## src/hw/gdfe_pkg.sv

```systemverilog
// Purpose: Shared constants for the gate driver fault and enable logic
// Assumes: 125 MHz core clock, all analog levels already digitized
// Notes:   Register map is a small Avalon-MM word map
package gdfe_pkg;

  // Clock and timing
  localparam int unsigned CLK_PERIOD_NS   = 8;
  localparam int unsigned DEGLITCH_NS     = 40;
  localparam int unsigned DEGLITCH_CYC    = (DEGLITCH_NS + CLK_PERIOD_NS - 1) / CLK_PERIOD_NS;
  localparam int unsigned MON_FREQ_KHZ    = 400;
  localparam int unsigned MON_PERIOD_CYC  = 1000000 / (MON_FREQ_KHZ * CLK_PERIOD_NS);
  localparam int unsigned MON_DUTY_MIN_PC = 5;
  localparam int unsigned MON_DUTY_MAX_PC = 95;
  localparam int unsigned PCT_FULL        = 100;

  // Widths
  localparam int unsigned CNT_W   = 20;
  localparam int unsigned LEVEL_W = 8;
  localparam int unsigned ADDR_W  = 4;
  localparam int unsigned DATA_W  = 32;
  localparam int unsigned MON_W   = 9;

  typedef logic [CNT_W-1:0]   gdfe_cnt_t;
  typedef logic [LEVEL_W-1:0] gdfe_level_t;
  typedef logic [ADDR_W-1:0]  gdfe_addr_t;
  typedef logic [DATA_W-1:0]  gdfe_data_t;

  // Register byte offsets
  localparam gdfe_addr_t REG_STATUS   = 4'h0;
  localparam gdfe_addr_t REG_MUTE_CYC = 4'h4;
  localparam gdfe_addr_t REG_FILT_CYC = 4'h8;
  localparam gdfe_addr_t REG_SHDN_CYC = 4'hc;

  // Status bit positions
  localparam int unsigned ST_FAULT    = 0;
  localparam int unsigned ST_ENABLED  = 1;
  localparam int unsigned ST_PGOOD    = 2;
  localparam int unsigned ST_MUTE     = 3;
  localparam int unsigned ST_GATE     = 4;
  localparam int unsigned ST_SOFT_OFF = 5;
  localparam int unsigned ST_FORCED   = 6;

  // Fault latch states, Gray sequence along the usual path
  typedef enum logic [1:0] {
    FLT_IDLE  = 2'b00,
    FLT_MUTE  = 2'b01,
    FLT_WAIT  = 2'b11,
    FLT_ARMED = 2'b10
  } gdfe_flt_e;

endpackage

```

## src/hw/gdfe_filt_if.sv

```systemverilog
// Purpose: Carries one raw input and its deglitched copy
// Assumes: Raw side synchronous to core_clk
// Notes:   One instance per filtered pin
interface gdfe_filt_if;
  logic raw;
  logic clean;
  modport filt (input raw, output clean);
  modport user (output raw, input clean);
endinterface

```

## src/hw/gdfe_deglitch.sv

```systemverilog
// Purpose: Discards pulses shorter than a fixed number of cycles
// Assumes: Input already synchronous to core_clk
// Notes:   Output follows only after the input held steady for the window
module gdfe_deglitch
  import gdfe_pkg::*;
#(
  parameter int unsigned CYC  = DEGLITCH_CYC,
  parameter logic        INIT = 1'b0
)(
  input  wire logic core_clk,
  input  wire logic sys_rst,
  gdfe_filt_if.filt pin
);
  localparam int unsigned W = $clog2(CYC + 1);
  localparam logic [W-1:0] LAST = W'(CYC - 1);

  logic [W-1:0] stable_r;
  logic         clean_r;

  // Count how long the input differs from the held value
  always_ff @(posedge core_clk)
  begin
    if (sys_rst)
    begin
      stable_r <= '0;
      clean_r  <= INIT;
    end
    else if (pin.raw == clean_r)
      stable_r <= '0;
    else if (stable_r == LAST)
    begin
      stable_r <= '0;
      clean_r  <= pin.raw;
    end
    else
      stable_r <= stable_r + 1'b1;
  end

  assign pin.clean = clean_r;
endmodule

```

## src/hw/gdfe_core.sv

```systemverilog
// Purpose: Fault latch, enable, interlock and forced-on monitor of a gate driver
// Assumes: Supply-good, overcurrent and forced-on inputs are digital and synchronous
// Notes:   Open-drain pins are split into output value and output enable
module gdfe_core
  import gdfe_pkg::*;
#(
  parameter int unsigned FAULT_MUTE_NS     = 100000,
  parameter int unsigned RESET_FILTER_NS   = 1000,
  parameter int unsigned RESET_SHUTDOWN_NS = 2000
)(
  input  wire logic              core_clk,
  input  wire logic              sys_rst,
  // Drive inputs
  input  wire logic              in_pos,
  input  wire logic              in_neg,
  input  wire logic              rst_en_n,
  // Digitized analog status
  input  wire logic              vcc_good,
  input  wire logic              vdd_good,
  input  wire logic              vee_good,
  input  wire logic              overcurrent_sense,
  input  wire logic              forced_on_input,
  input  wire gdfe_pkg::gdfe_level_t forced_on_level,
  // Output side
  output logic                   gate_output,
  output logic                   gate_hard_off,
  output logic                   gate_soft_off,
  output logic                   clamp_drive,
  output logic                   sense_pulldown,
  // Input side open-drain pins and monitor
  output logic                   fault_alarm_n_o,
  output logic                   fault_alarm_n_oe,
  output logic                   power_good_o,
  output logic                   power_good_oe,
  output logic                   forced_on_monitor_pwm,
  // Avalon-MM slave
  input  wire gdfe_pkg::gdfe_addr_t avs_address,
  input  wire logic              avs_read,
  input  wire logic              avs_write,
  input  wire gdfe_pkg::gdfe_data_t avs_writedata,
  output gdfe_pkg::gdfe_data_t   avs_readdata,
  output logic                   avs_waitrequest
);
  import gdfe_pkg::*;

  // Derived cycle counts; least times round up
  localparam int unsigned MUTE_CYC =
    (FAULT_MUTE_NS + CLK_PERIOD_NS - 1) / CLK_PERIOD_NS;
  localparam int unsigned FILT_CYC =
    (RESET_FILTER_NS + CLK_PERIOD_NS - 1) / CLK_PERIOD_NS;
  localparam int unsigned SHDN_CYC =
    (RESET_SHUTDOWN_NS + CLK_PERIOD_NS - 1) / CLK_PERIOD_NS;
  localparam gdfe_cnt_t MUTE_RST = CNT_W'(MUTE_CYC);
  localparam gdfe_cnt_t FILT_RST = CNT_W'(FILT_CYC);
  localparam gdfe_cnt_t SHDN_RST = CNT_W'(SHDN_CYC);
  localparam logic [MON_W-1:0] MON_LAST = MON_W'(MON_PERIOD_CYC - 1);

  // High time of one monitor period for a given level
  function automatic logic [MON_W-1:0] mon_high(input gdfe_level_t lvl);
    int unsigned lo;
    int unsigned span;
    lo   = MON_PERIOD_CYC * MON_DUTY_MIN_PC / PCT_FULL;
    span = MON_PERIOD_CYC * (MON_DUTY_MAX_PC - MON_DUTY_MIN_PC);
    return MON_W'(lo + (span * lvl) / (PCT_FULL * ((1 << LEVEL_W) - 1)));
  endfunction

  // Saturating increment for duration counters
  function automatic gdfe_cnt_t sat_inc(input gdfe_cnt_t v);
    return (v == '1) ? v : v + 1'b1;
  endfunction

  // Deglitched drive inputs
  gdfe_filt_if pos_if ();
  gdfe_filt_if neg_if ();
  gdfe_filt_if en_if ();
  assign pos_if.raw = in_pos;
  assign neg_if.raw = in_neg;
  assign en_if.raw  = rst_en_n;

  gdfe_deglitch #(.CYC(DEGLITCH_CYC), .INIT(1'b0)) u_pos (
    .core_clk (core_clk),
    .sys_rst  (sys_rst),
    .pin      (pos_if)
  );
  gdfe_deglitch #(.CYC(DEGLITCH_CYC), .INIT(1'b0)) u_neg (
    .core_clk (core_clk),
    .sys_rst  (sys_rst),
    .pin      (neg_if)
  );
  // Starts low so an undriven pin keeps the driver disabled
  gdfe_deglitch #(.CYC(DEGLITCH_CYC), .INIT(1'b0)) u_en (
    .core_clk (core_clk),
    .sys_rst  (sys_rst),
    .pin      (en_if)
  );

  logic      pos_f;
  logic      neg_f;
  logic      en_f;
  assign pos_f = pos_if.clean;
  assign neg_f = neg_if.clean;
  assign en_f  = en_if.clean;

  // Software-set durations
  gdfe_cnt_t mute_cyc_r;
  gdfe_cnt_t filt_cyc_r;
  gdfe_cnt_t shdn_cyc_r;

  // State
  gdfe_flt_e flt_r;
  gdfe_flt_e flt_nxt;
  gdfe_cnt_t mute_cnt_r;
  gdfe_cnt_t low_cnt_r;
  logic      en_d_r;
  logic      gate_r;
  logic      gate_nxt;
  logic      soft_r;
  logic      soft_nxt;
  logic      hard_r;
  logic      hard_nxt;
  logic      ack_r;
  logic      out_ok;
  logic      all_ok;
  logic      oc_hit;
  logic      en_rise;
  logic      fault_on;

  assign out_ok   = vdd_good & vee_good;
  assign all_ok   = out_ok & vcc_good;
  assign en_rise  = en_f & ~en_d_r;
  assign fault_on = (flt_r != FLT_IDLE);
  assign oc_hit   = overcurrent_sense & gate_r;

  // Edge history of the enable input
  always_ff @(posedge core_clk)
  begin
    if (sys_rst)
      en_d_r <= 1'b0;
    else
      en_d_r <= en_f;
  end

  // How long the enable input has been low
  always_ff @(posedge core_clk)
  begin
    if (sys_rst || en_f)
      low_cnt_r <= '0;
    else
      low_cnt_r <= sat_inc(low_cnt_r);
  end

  // Mute timer runs only right after the fault latches
  always_ff @(posedge core_clk)
  begin
    if (sys_rst || flt_r != FLT_MUTE)
      mute_cnt_r <= '0;
    else
      mute_cnt_r <= sat_inc(mute_cnt_r);
  end

  // Fault latch sequencing
  always_comb
  begin
    flt_nxt = flt_r;
    unique case (flt_r)
      FLT_IDLE:
        if (oc_hit)
          flt_nxt = FLT_MUTE;
      FLT_MUTE:
        if (mute_cnt_r >= mute_cyc_r)
          flt_nxt = FLT_WAIT;
      FLT_WAIT:
        if (!en_f && low_cnt_r > filt_cyc_r)
          flt_nxt = FLT_ARMED;
      FLT_ARMED:
        if (en_rise || oc_hit)
          flt_nxt = oc_hit ? FLT_MUTE : FLT_IDLE;
    endcase
  end

  always_ff @(posedge core_clk)
  begin
    if (sys_rst)
      flt_r <= FLT_IDLE;
    else
      flt_r <= flt_nxt;
  end

  // Output stage decision, highest priority first
  always_comb
  begin
    gate_nxt = 1'b0;
    soft_nxt = 1'b0;
    hard_nxt = 1'b1;
    if (!out_ok)
      hard_nxt = 1'b1;
    else if (forced_on_input)
    begin
      gate_nxt = 1'b1;
      hard_nxt = 1'b0;
    end
    else if (!vcc_good)
      hard_nxt = 1'b1;
    else if (fault_on || oc_hit)
    begin
      soft_nxt = 1'b1;
      hard_nxt = 1'b0;
    end
    else if (!en_f)
    begin
      soft_nxt = (low_cnt_r > shdn_cyc_r);
      hard_nxt = ~soft_nxt;
    end
    else if (neg_f)
      hard_nxt = 1'b1;
    else
    begin
      gate_nxt = pos_f;
      hard_nxt = ~pos_f;
    end
  end

  // Registered gate controls
  always_ff @(posedge core_clk)
  begin
    if (sys_rst)
    begin
      gate_r <= 1'b0;
      soft_r <= 1'b0;
      hard_r <= 1'b1;
    end
    else
    begin
      gate_r <= gate_nxt;
      soft_r <= soft_nxt;
      hard_r <= hard_nxt;
    end
  end

  assign gate_output    = gate_r;
  assign gate_soft_off  = soft_r;
  assign gate_hard_off  = hard_r;
  assign clamp_drive    = ~gate_r;
  assign sense_pulldown = ~gate_r;

  // Open-drain pins: enable high pulls the pin low
  assign fault_alarm_n_o  = 1'b0;
  assign fault_alarm_n_oe = fault_on & out_ok;
  assign power_good_o     = 1'b0;
  assign power_good_oe    = ~all_ok;

  // Forced-on level monitor, fixed period
  logic [MON_W-1:0] mon_cnt_r;
  logic [MON_W-1:0] mon_hi_r;
  logic             mon_pwm_r;

  always_ff @(posedge core_clk)
  begin
    if (sys_rst)
      mon_cnt_r <= '0;
    else if (mon_cnt_r == MON_LAST)
      mon_cnt_r <= '0;
    else
      mon_cnt_r <= mon_cnt_r + 1'b1;
  end

  // Level sampled once per period so duty never tears mid-cycle
  always_ff @(posedge core_clk)
  begin
    if (sys_rst)
      mon_hi_r <= mon_high('0);
    else if (mon_cnt_r == MON_LAST)
      mon_hi_r <= mon_high(forced_on_level);
  end

  always_ff @(posedge core_clk)
  begin
    if (sys_rst)
      mon_pwm_r <= 1'b0;
    else
      mon_pwm_r <= (mon_cnt_r < mon_hi_r);
  end

  assign forced_on_monitor_pwm = mon_pwm_r;

  // Avalon slave: one wait cycle, answer on the second edge
  logic bus_req;
  assign bus_req         = avs_read | avs_write;
  assign avs_waitrequest = bus_req & ~ack_r;

  always_ff @(posedge core_clk)
  begin
    if (sys_rst)
      ack_r <= 1'b0;
    else
      ack_r <= bus_req & ~ack_r;
  end

  // Duration registers written by software
  always_ff @(posedge core_clk)
  begin
    if (sys_rst)
    begin
      mute_cyc_r <= MUTE_RST;
      filt_cyc_r <= FILT_RST;
      shdn_cyc_r <= SHDN_RST;
    end
    else if (avs_write && !avs_waitrequest)
    begin
      unique case (avs_address)
        REG_MUTE_CYC: mute_cyc_r <= avs_writedata[CNT_W-1:0];
        REG_FILT_CYC: filt_cyc_r <= avs_writedata[CNT_W-1:0];
        REG_SHDN_CYC: shdn_cyc_r <= avs_writedata[CNT_W-1:0];
        default:      ;
      endcase
    end
  end

  // Read data captured on the waiting cycle, stands at the answer edge
  always_ff @(posedge core_clk)
  begin
    if (sys_rst)
      avs_readdata <= '0;
    else if (avs_read && !ack_r)
    begin
      avs_readdata <= '0;
      unique case (avs_address)
        REG_STATUS:
        begin
          avs_readdata[ST_FAULT]    <= fault_on;
          avs_readdata[ST_ENABLED]  <= en_f;
          avs_readdata[ST_PGOOD]    <= all_ok;
          avs_readdata[ST_MUTE]     <= (flt_r == FLT_MUTE);
          avs_readdata[ST_GATE]     <= gate_r;
          avs_readdata[ST_SOFT_OFF] <= soft_r;
          avs_readdata[ST_FORCED]   <= forced_on_input;
        end
        REG_MUTE_CYC: avs_readdata[CNT_W-1:0] <= mute_cyc_r;
        REG_FILT_CYC: avs_readdata[CNT_W-1:0] <= filt_cyc_r;
        REG_SHDN_CYC: avs_readdata[CNT_W-1:0] <= shdn_cyc_r;
        default:      avs_readdata <= '0; // Unmapped reads zero
      endcase
    end
  end
endmodule

```

## config.mk

```make
export PLATFORM = sky130hd
export DESIGN_NAME = gdfe_core
export DESIGN_NICKNAME = d
export VERILOG_FILES = /design/src/hw/gdfe_pkg.sv /design/src/hw/gdfe_filt_if.sv /design/src/hw/gdfe_deglitch.sv /design/src/hw/gdfe_core.sv
export SDC_FILE = /design/constraint.sdc
export NUM_CORES = 1
export LEC_CHECK = 0
export BUFFER_PORTS_ARGS = -buffer_cell sky130_fd_sc_hd__buf_2
export CAP_MARGIN = 20
export CORE_MARGIN = 2
export CORE_UTILIZATION = 45
export CTS_BUF_LIST = sky130_fd_sc_hd__clkbuf_8
export DETAILED_ROUTE_END_ITERATION = 16
export PLACE_DENSITY_LB_ADDON = 0.05
export SYNTH_ARGS = -nofsm -noshare
export SYNTH_HDL_FRONTEND = slang
export SYNTH_SLANG_ARGS = --single-unit
```

## constraint.sdc

```tcl
create_clock -name core_clk -period 11.4 [get_ports core_clk]
set_input_delay 0.57 -clock core_clk [delete_from_list [all_inputs] [get_ports core_clk]]
set_output_delay 0.57 -clock core_clk [all_outputs]
set_load 0.05 [all_outputs]
```

==> results of run 1 <==
==> registers in the layout (all words and copies together), names as in the netlist <==
register               flops
gate_soft_off              1
u_pos.stable_r             3
shdn_cyc_r                20
filt_cyc_r                20
mon_hi_r                   9
u_en.stable_r              3
mute_cyc_r                20
mute_cnt_r                20
u_pos.pin.clean            1
low_cnt_r                 20
flt_r                      2
gate_output                1
mon_cnt_r                  9
forced_on_monitor_pwm      1
u_en.pin.clean             1
en_d_r                     1
u_neg.pin.clean            1
ack_r                      1
u_neg.stable_r             3
avs_readdata              20
gate_hard_off              1
==> timing repair <==
| item | in CTS | in global routing |
|---|---|---|
| setup endpoints to repair | 9 | 9 |
| hold buffers | 0 | 0 |
| pin swaps | 52 | 69 |
| endpoints found under the hold margin | 0 | 0 |
| cloned | 0 | 1 |
| gates resized for setup | 72 | 128 |
| setup buffers | 31 | 42 |
==> synthesized netlist by cell type, drive strengths merged, types with 7 or more instances <==
| cell type | count | area [um2] |
|---|---|---|
| o211ai | 24 | 222.7 |
| and3 | 26 | 162.7 |
| fa | 18 | 360.4 |
| a31oi | 15 | 100.1 |
| a211o | 22 | 193.9 |
| ha | 132 | 1652 |
| and2 | 13 | 83.83 |
| nor3 | 53 | 291.5 |
| a21o | 24 | 180.2 |
| nand3 | 58 | 307.8 |
| a22o | 14 | 122.6 |
| nor2b | 21 | 131.4 |
| inv | 144 | 540.5 |
| nand4 | 32 | 200.2 |
| dfxtp | 158 | 3163 |
| or2 | 18 | 112.6 |
| nand3b | 14 | 105.1 |
| xnor2 | 68 | 614.3 |
| nand2 | 234 | 880.9 |
| o211a | 9 | 90.09 |
| nand2b | 26 | 162.7 |
| a22oi | 26 | 210.2 |
| or3 | 25 | 156.4 |
| o21a | 11 | 82.58 |
| mux2i | 18 | 180.2 |
| nor2 | 171 | 649.4 |
| buf | 31 | 192.7 |
| xor2 | 47 | 426.7 |
| a211oi | 28 | 255.3 |
| clkbuf | 50 | 188.9 |
| o22ai | 11 | 68.82 |
| nor4 | 7 | 43.79 |
| o21ai | 96 | 491.7 |
| a21oi | 123 | 623.1 |
==> layer usage <==
layer / share of wire / global-route usage / vias up
met2: 0.48 / 0.4802 / 393
met4: 0.033 / 0.09632 / 0
li1: - / - / 7627
met1: 0.44 / 0.3546 / 7263
met5: 0 / 0 / -
met3: 0.040 / 0.02244 / 94
==> through the flow <==
| step | cell area [um2] | utilization | setup slack, ns |
|---|---|---|---|
| finish | 20280 | 0.6428 | -0.3433 |
| global route | 20280 | 0.6428 | -0.8746 |
| floorplan | 15060 | - | -0.3843 |
| global placement | 18350 | 0.5816 | -1.053 |
| detailed placement | 18350 | 0.5816 | -1.397 |
| CTS | 19320 | 0.6122 | -0.2683 |
==> final cells by class <==
class / count / area, um2
inverters: 144 / 543.0
fillers: 2787 / 11270
clock inverters: 14 / 145.1
well taps: 402 / 503.0
flip-flops and latches: 158 / 3163
repair buffers: 517 / 3851
multi-input cells: 1508 / 11830
diodes: 2 / 5.005
clock buffers: 18 / 247.7
==> logic make-up (layout without fill, tap and decap cells) <==
kind of cell | after synthesis | count (layout) | synth area share
buffers and inverters | 225 | 693 | 0.06388
and+or+nand+nor | 721 | 721 | 0.2440
other | 1 | 16 | 0.0002598
DFF | 158 | 158 | 0.2191
adders and majority gates | 151 | 151 | 0.1401
AOI/OAI and AO/OA | 479 | 479 | 0.2353
muxes | 28 | 28 | 0.02522
xor gates and xnor gates | 115 | 115 | 0.07212
==> worst max path at each step <==
stage                                  start          end  slack [ns]  cells past startpoint
after CTS                 forced_on_level[2]  mon_hi_r[6]       -0.27                     52
after detailed placement  forced_on_level[2]  mon_hi_r[8]       -1.40                     49
final                     forced_on_level[5]  mon_hi_r[6]       -0.34                     55
after floorplan           forced_on_level[4]  mon_hi_r[6]       -0.38                     47
after global routing      forced_on_level[4]  mon_hi_r[6]       -0.87                     55
after global placement    forced_on_level[4]  mon_hi_r[8]       -1.05                     50
==> impl_metrics.toml, run 1 <==
[placed_design]
gp_congestion = 0.8784
dp_hpwl_um = 36190
dpl.cell_count = 2661
portBuffers = 72

[min_path]
worstHoldPathCells = 2
hold_start = "avs_writedata[7]"
min_to = "mute_cyc_r[7]"
hold_class = "in2reg"

[floorplanning]
num_io_pins = 99
die_h_um = 183.1
initial_core_util = 0.4575
num_rows = 65
dieArea_mm2 = 0.03353
core-area_mm2 = 0.03156
die_w_um = 183.1

[timing]
rsz0062_at_grt = "true"
fin_crit_sh = 1.030
setup_ws_ns = -0.3433
whs_ns = 0.3444
finalCriticalPeriod_ns = 11.74
final_max_slew_viol_count = 0
clock-skew-final_ns = 0.01193
hold_viol = 0
tns_ns = -1.794
slew_headroom = 0.09618
fmax_mhz = 85.16
worst_pin_slew_ns = 1.353
finalSetupViolations = 8

[global_route]
first_global_vias = 14780
grt.overflow.total = 0
grt_start_max_net_pins = 62
antenna_found_initial = 2
track_usage = 0.2743
grt_pass1_wl_um = 75200

[layout]
syn_to_final_growth_pct = 40.52
drive_above_1_share = 0.3408
layout_common_cells = "buf_4, nand2_1, dfxtp_1"
final_common_cell = "buf_4"
final_nets = 2552
stdcell_count = 2763

[yosys]
synth.avg_cell_area_um2 = 7.686
yosysWarnings = 0
syn_inst = 1878
ys_types = 108
async_flop_share = 0
ys_seq_area_frac = 0.2191
syn_area_mm2 = 0.01444
synth-edff-count = 0
synth-seq-cells = 158
synth_ff_type = "dfxtp_1"

[detailed_routing]
drc = 0
drtIter0Drc = 885
num_vias = 15380
wl_per_cell_um = 16.93
via_per_inst = 5.565
wl_um = 46770
drt_pass1_iterations = 6
antenna_left = 0

[setup_path]
critPathMaxStageDelay_ns = 0.60
cp_top_family = "compound AO/OA/AOI/OAI gates"
cp.arrival_ns = 12.13
crit_required_ns = 11.78
slowest_stage = "fa_1"
r2r_cells = 28
critPathBufInv = 9
reg2reg_from = "mute_cnt_r[0]"
regToRegEndpoint = "flt_r[1]"
rrSetupSlack_ns = 7.08
path_class = "in2reg"
path_max_fanout = 7
start_kind = "input pin"
end_kind = "register"

[run]
maxCapViolCount = 0

[clock_tree]
h-tree-depth = 4
clock-sinks = 158
cts-root-buf = "clkbuf_8"
cts_buffer_depth = 2
tritoncts.num_buffers = 17
clk_latency_ns = 0.46
clk_pin_slew_ns = 0.09
cts_tree = "done"

[run_status]
status = "finished with violations"
violations = "setup timing"
Power of run 1 is not shown: default switching activity piles up to over one toggle a cycle in this logic, so the estimate is an artifact.
==> run 2, diff against run 1 <==
--- a/config.mk
+++ b/config.mk
@@ -5,12 +5,12 @@
 export SDC_FILE = /design/constraint.sdc
 export NUM_CORES = 1
 export LEC_CHECK = 0
-export BUFFER_PORTS_ARGS = -buffer_cell sky130_fd_sc_hd__buf_2
 export CAP_MARGIN = 20
 export CORE_MARGIN = 2
 export CORE_UTILIZATION = 45
 export CTS_BUF_LIST = sky130_fd_sc_hd__clkbuf_8
 export DETAILED_ROUTE_END_ITERATION = 16
+export DONT_BUFFER_PORTS = 1
 export PLACE_DENSITY_LB_ADDON = 0.05
 export SYNTH_ARGS = -nofsm -noshare
 export SYNTH_HDL_FRONTEND = slang
==> impl_metrics.toml, run 2 (synthesis results as in run 1) <==
[clock_tree]
cts_hold_buf = 0
clk_latency_ns = 0.48
clock-sinks = 158
cts_buffer_depth = 2
cts_tree = "done"
h-tree-depth = 4
tritoncts.num_buffers = 17
clk_pin_slew_ns = 0.10
cts-root-buf = "clkbuf_8"

[detailed_routing]
drt_pass1_iterations = 5
wl_met3_um = 1610
wl_met1_um = 20320
num_vias = 14830
antenna_left = 0
wl_um = 45770
via_per_inst = 5.533
drtIter0Drc = 676
drc = 0
top_layer = "met4"
wl_met2_um = 22770
wl_per_cell_um = 17.07

[setup_path]
crit_required_ns = 11.72
start_kind = "input pin"
path_class = "in2reg"
path_max_fanout = 6
r2r_cells = 28
crit_cells = 51
end_kind = "register"
cp_top_family = "compound AO/OA/AOI/OAI gates"
slowest_stage = "fa_1"
critPathBufInv = 8
cp.arrival_ns = 11.87
critPathMaxStageDelay_ns = 0.53

[min_path]
hold_class = "in2reg"
worstHoldPathCells = 1

[layout]
finish.instance_area_mm2 = 0.01970
syn_to_final_growth_pct = 36.47
layout_common_cells = "buf_4, nand2_1, nor2_1, dfxtp_1, inv_1"
drive_above_1_share = 0.3111
finish.utilization = 0.6243
antenna_cells = 0
final_common_cell = "buf_4"
final_nets = 2472

[placed_design]
dp_hpwl_um = 35460
gp_congestion = 0.9002
place_area_mm2 = 0.01798
portBuffers = 0

[timing]
rsz0062_at_grt = "true"
hold_viol = 0
finalCriticalPeriod_ns = 11.55
fmax_mhz = 86.59
tns_ns = -0.5678
fin_crit_sh = 1.013
setup_ws_ns = -0.1489
clock-skew-final_ns = 0.01477
whs_ns = 0.1493
final_max_slew_viol_count = 0
worst_pin_slew_ns = 1.109
slew_headroom = 0.2589
finalSetupViolations = 5

[floorplanning]
initial_core_util = 0.4575
num_io_pins = 99
num_rows = 65
die_w_um = 183.1
die_h_um = 183.1
dieArea_mm2 = 0.03353
core-area_mm2 = 0.03156

[global_route]
grt.overflow.total = 0
antenna_found_initial = 0
track_usage = 0.2709
grt_pass1_wl_um = 73670
first_global_vias = 14450
grt_start_max_net_pins = 113

[run_status]
violations = "setup timing"
status = "finished with violations"

[run]
maxCapViolCount = 0
## run 2: stage by stage
| stage | std cells | setup WS (ns) |
|---|---|---|
| detailed placement | 2586 | -1.245 |
| CTS | 2644 | -0.04497 |
| global placement | 2586 | -1.059 |
| global route | 2681 | -0.6786 |
| finish | 2681 | -0.1489 |
| floorplan | 1891 | -0.3843 |
## run 2: cell type report
| class | instances | area (um2) |
|---|---|---|
| Clock buffer | 17 | 234.0 |
| Clock inverter | 15 | 171.4 |
| Fill cell | 2942 | 11860 |
| Inverter | 144 | 540.5 |
| Multi-Input combinational cell | 1508 | 11710 |
| Sequential cell | 158 | 3163 |
| Tap cell | 402 | 503.0 |
| Timing Repair Buffer | 437 | 3381 |
## run 2: per-layer routing
metal	track usage	vias up
li1	-	7445
met4	0.07584	0
met1	0.3392	7053
met2	0.4859	277
met3	0.03654	59
met5	0	-
## run 2: path summary, 6_finish.rpt
check                         to  slack, ns               start
hold reg to reg   mute_cyc_r[17]       0.46      mute_cyc_r[17]
setup / recovery     mon_hi_r[6]      -0.15  forced_on_level[5]
setup reg to reg        flt_r[1]       7.28       mute_cnt_r[0]
hold / removal      mon_cnt_r[2]       0.15             sys_rst
## run 2: what timing repair did
item / 4_1_cts / 5_1_grt
resized for setup: 83 / 81
pin swaps: 64 / 51
setup endpoints to repair: 9 / 9
setup buffers: 27 / 37
Power of run 2 is left out for the same reason.
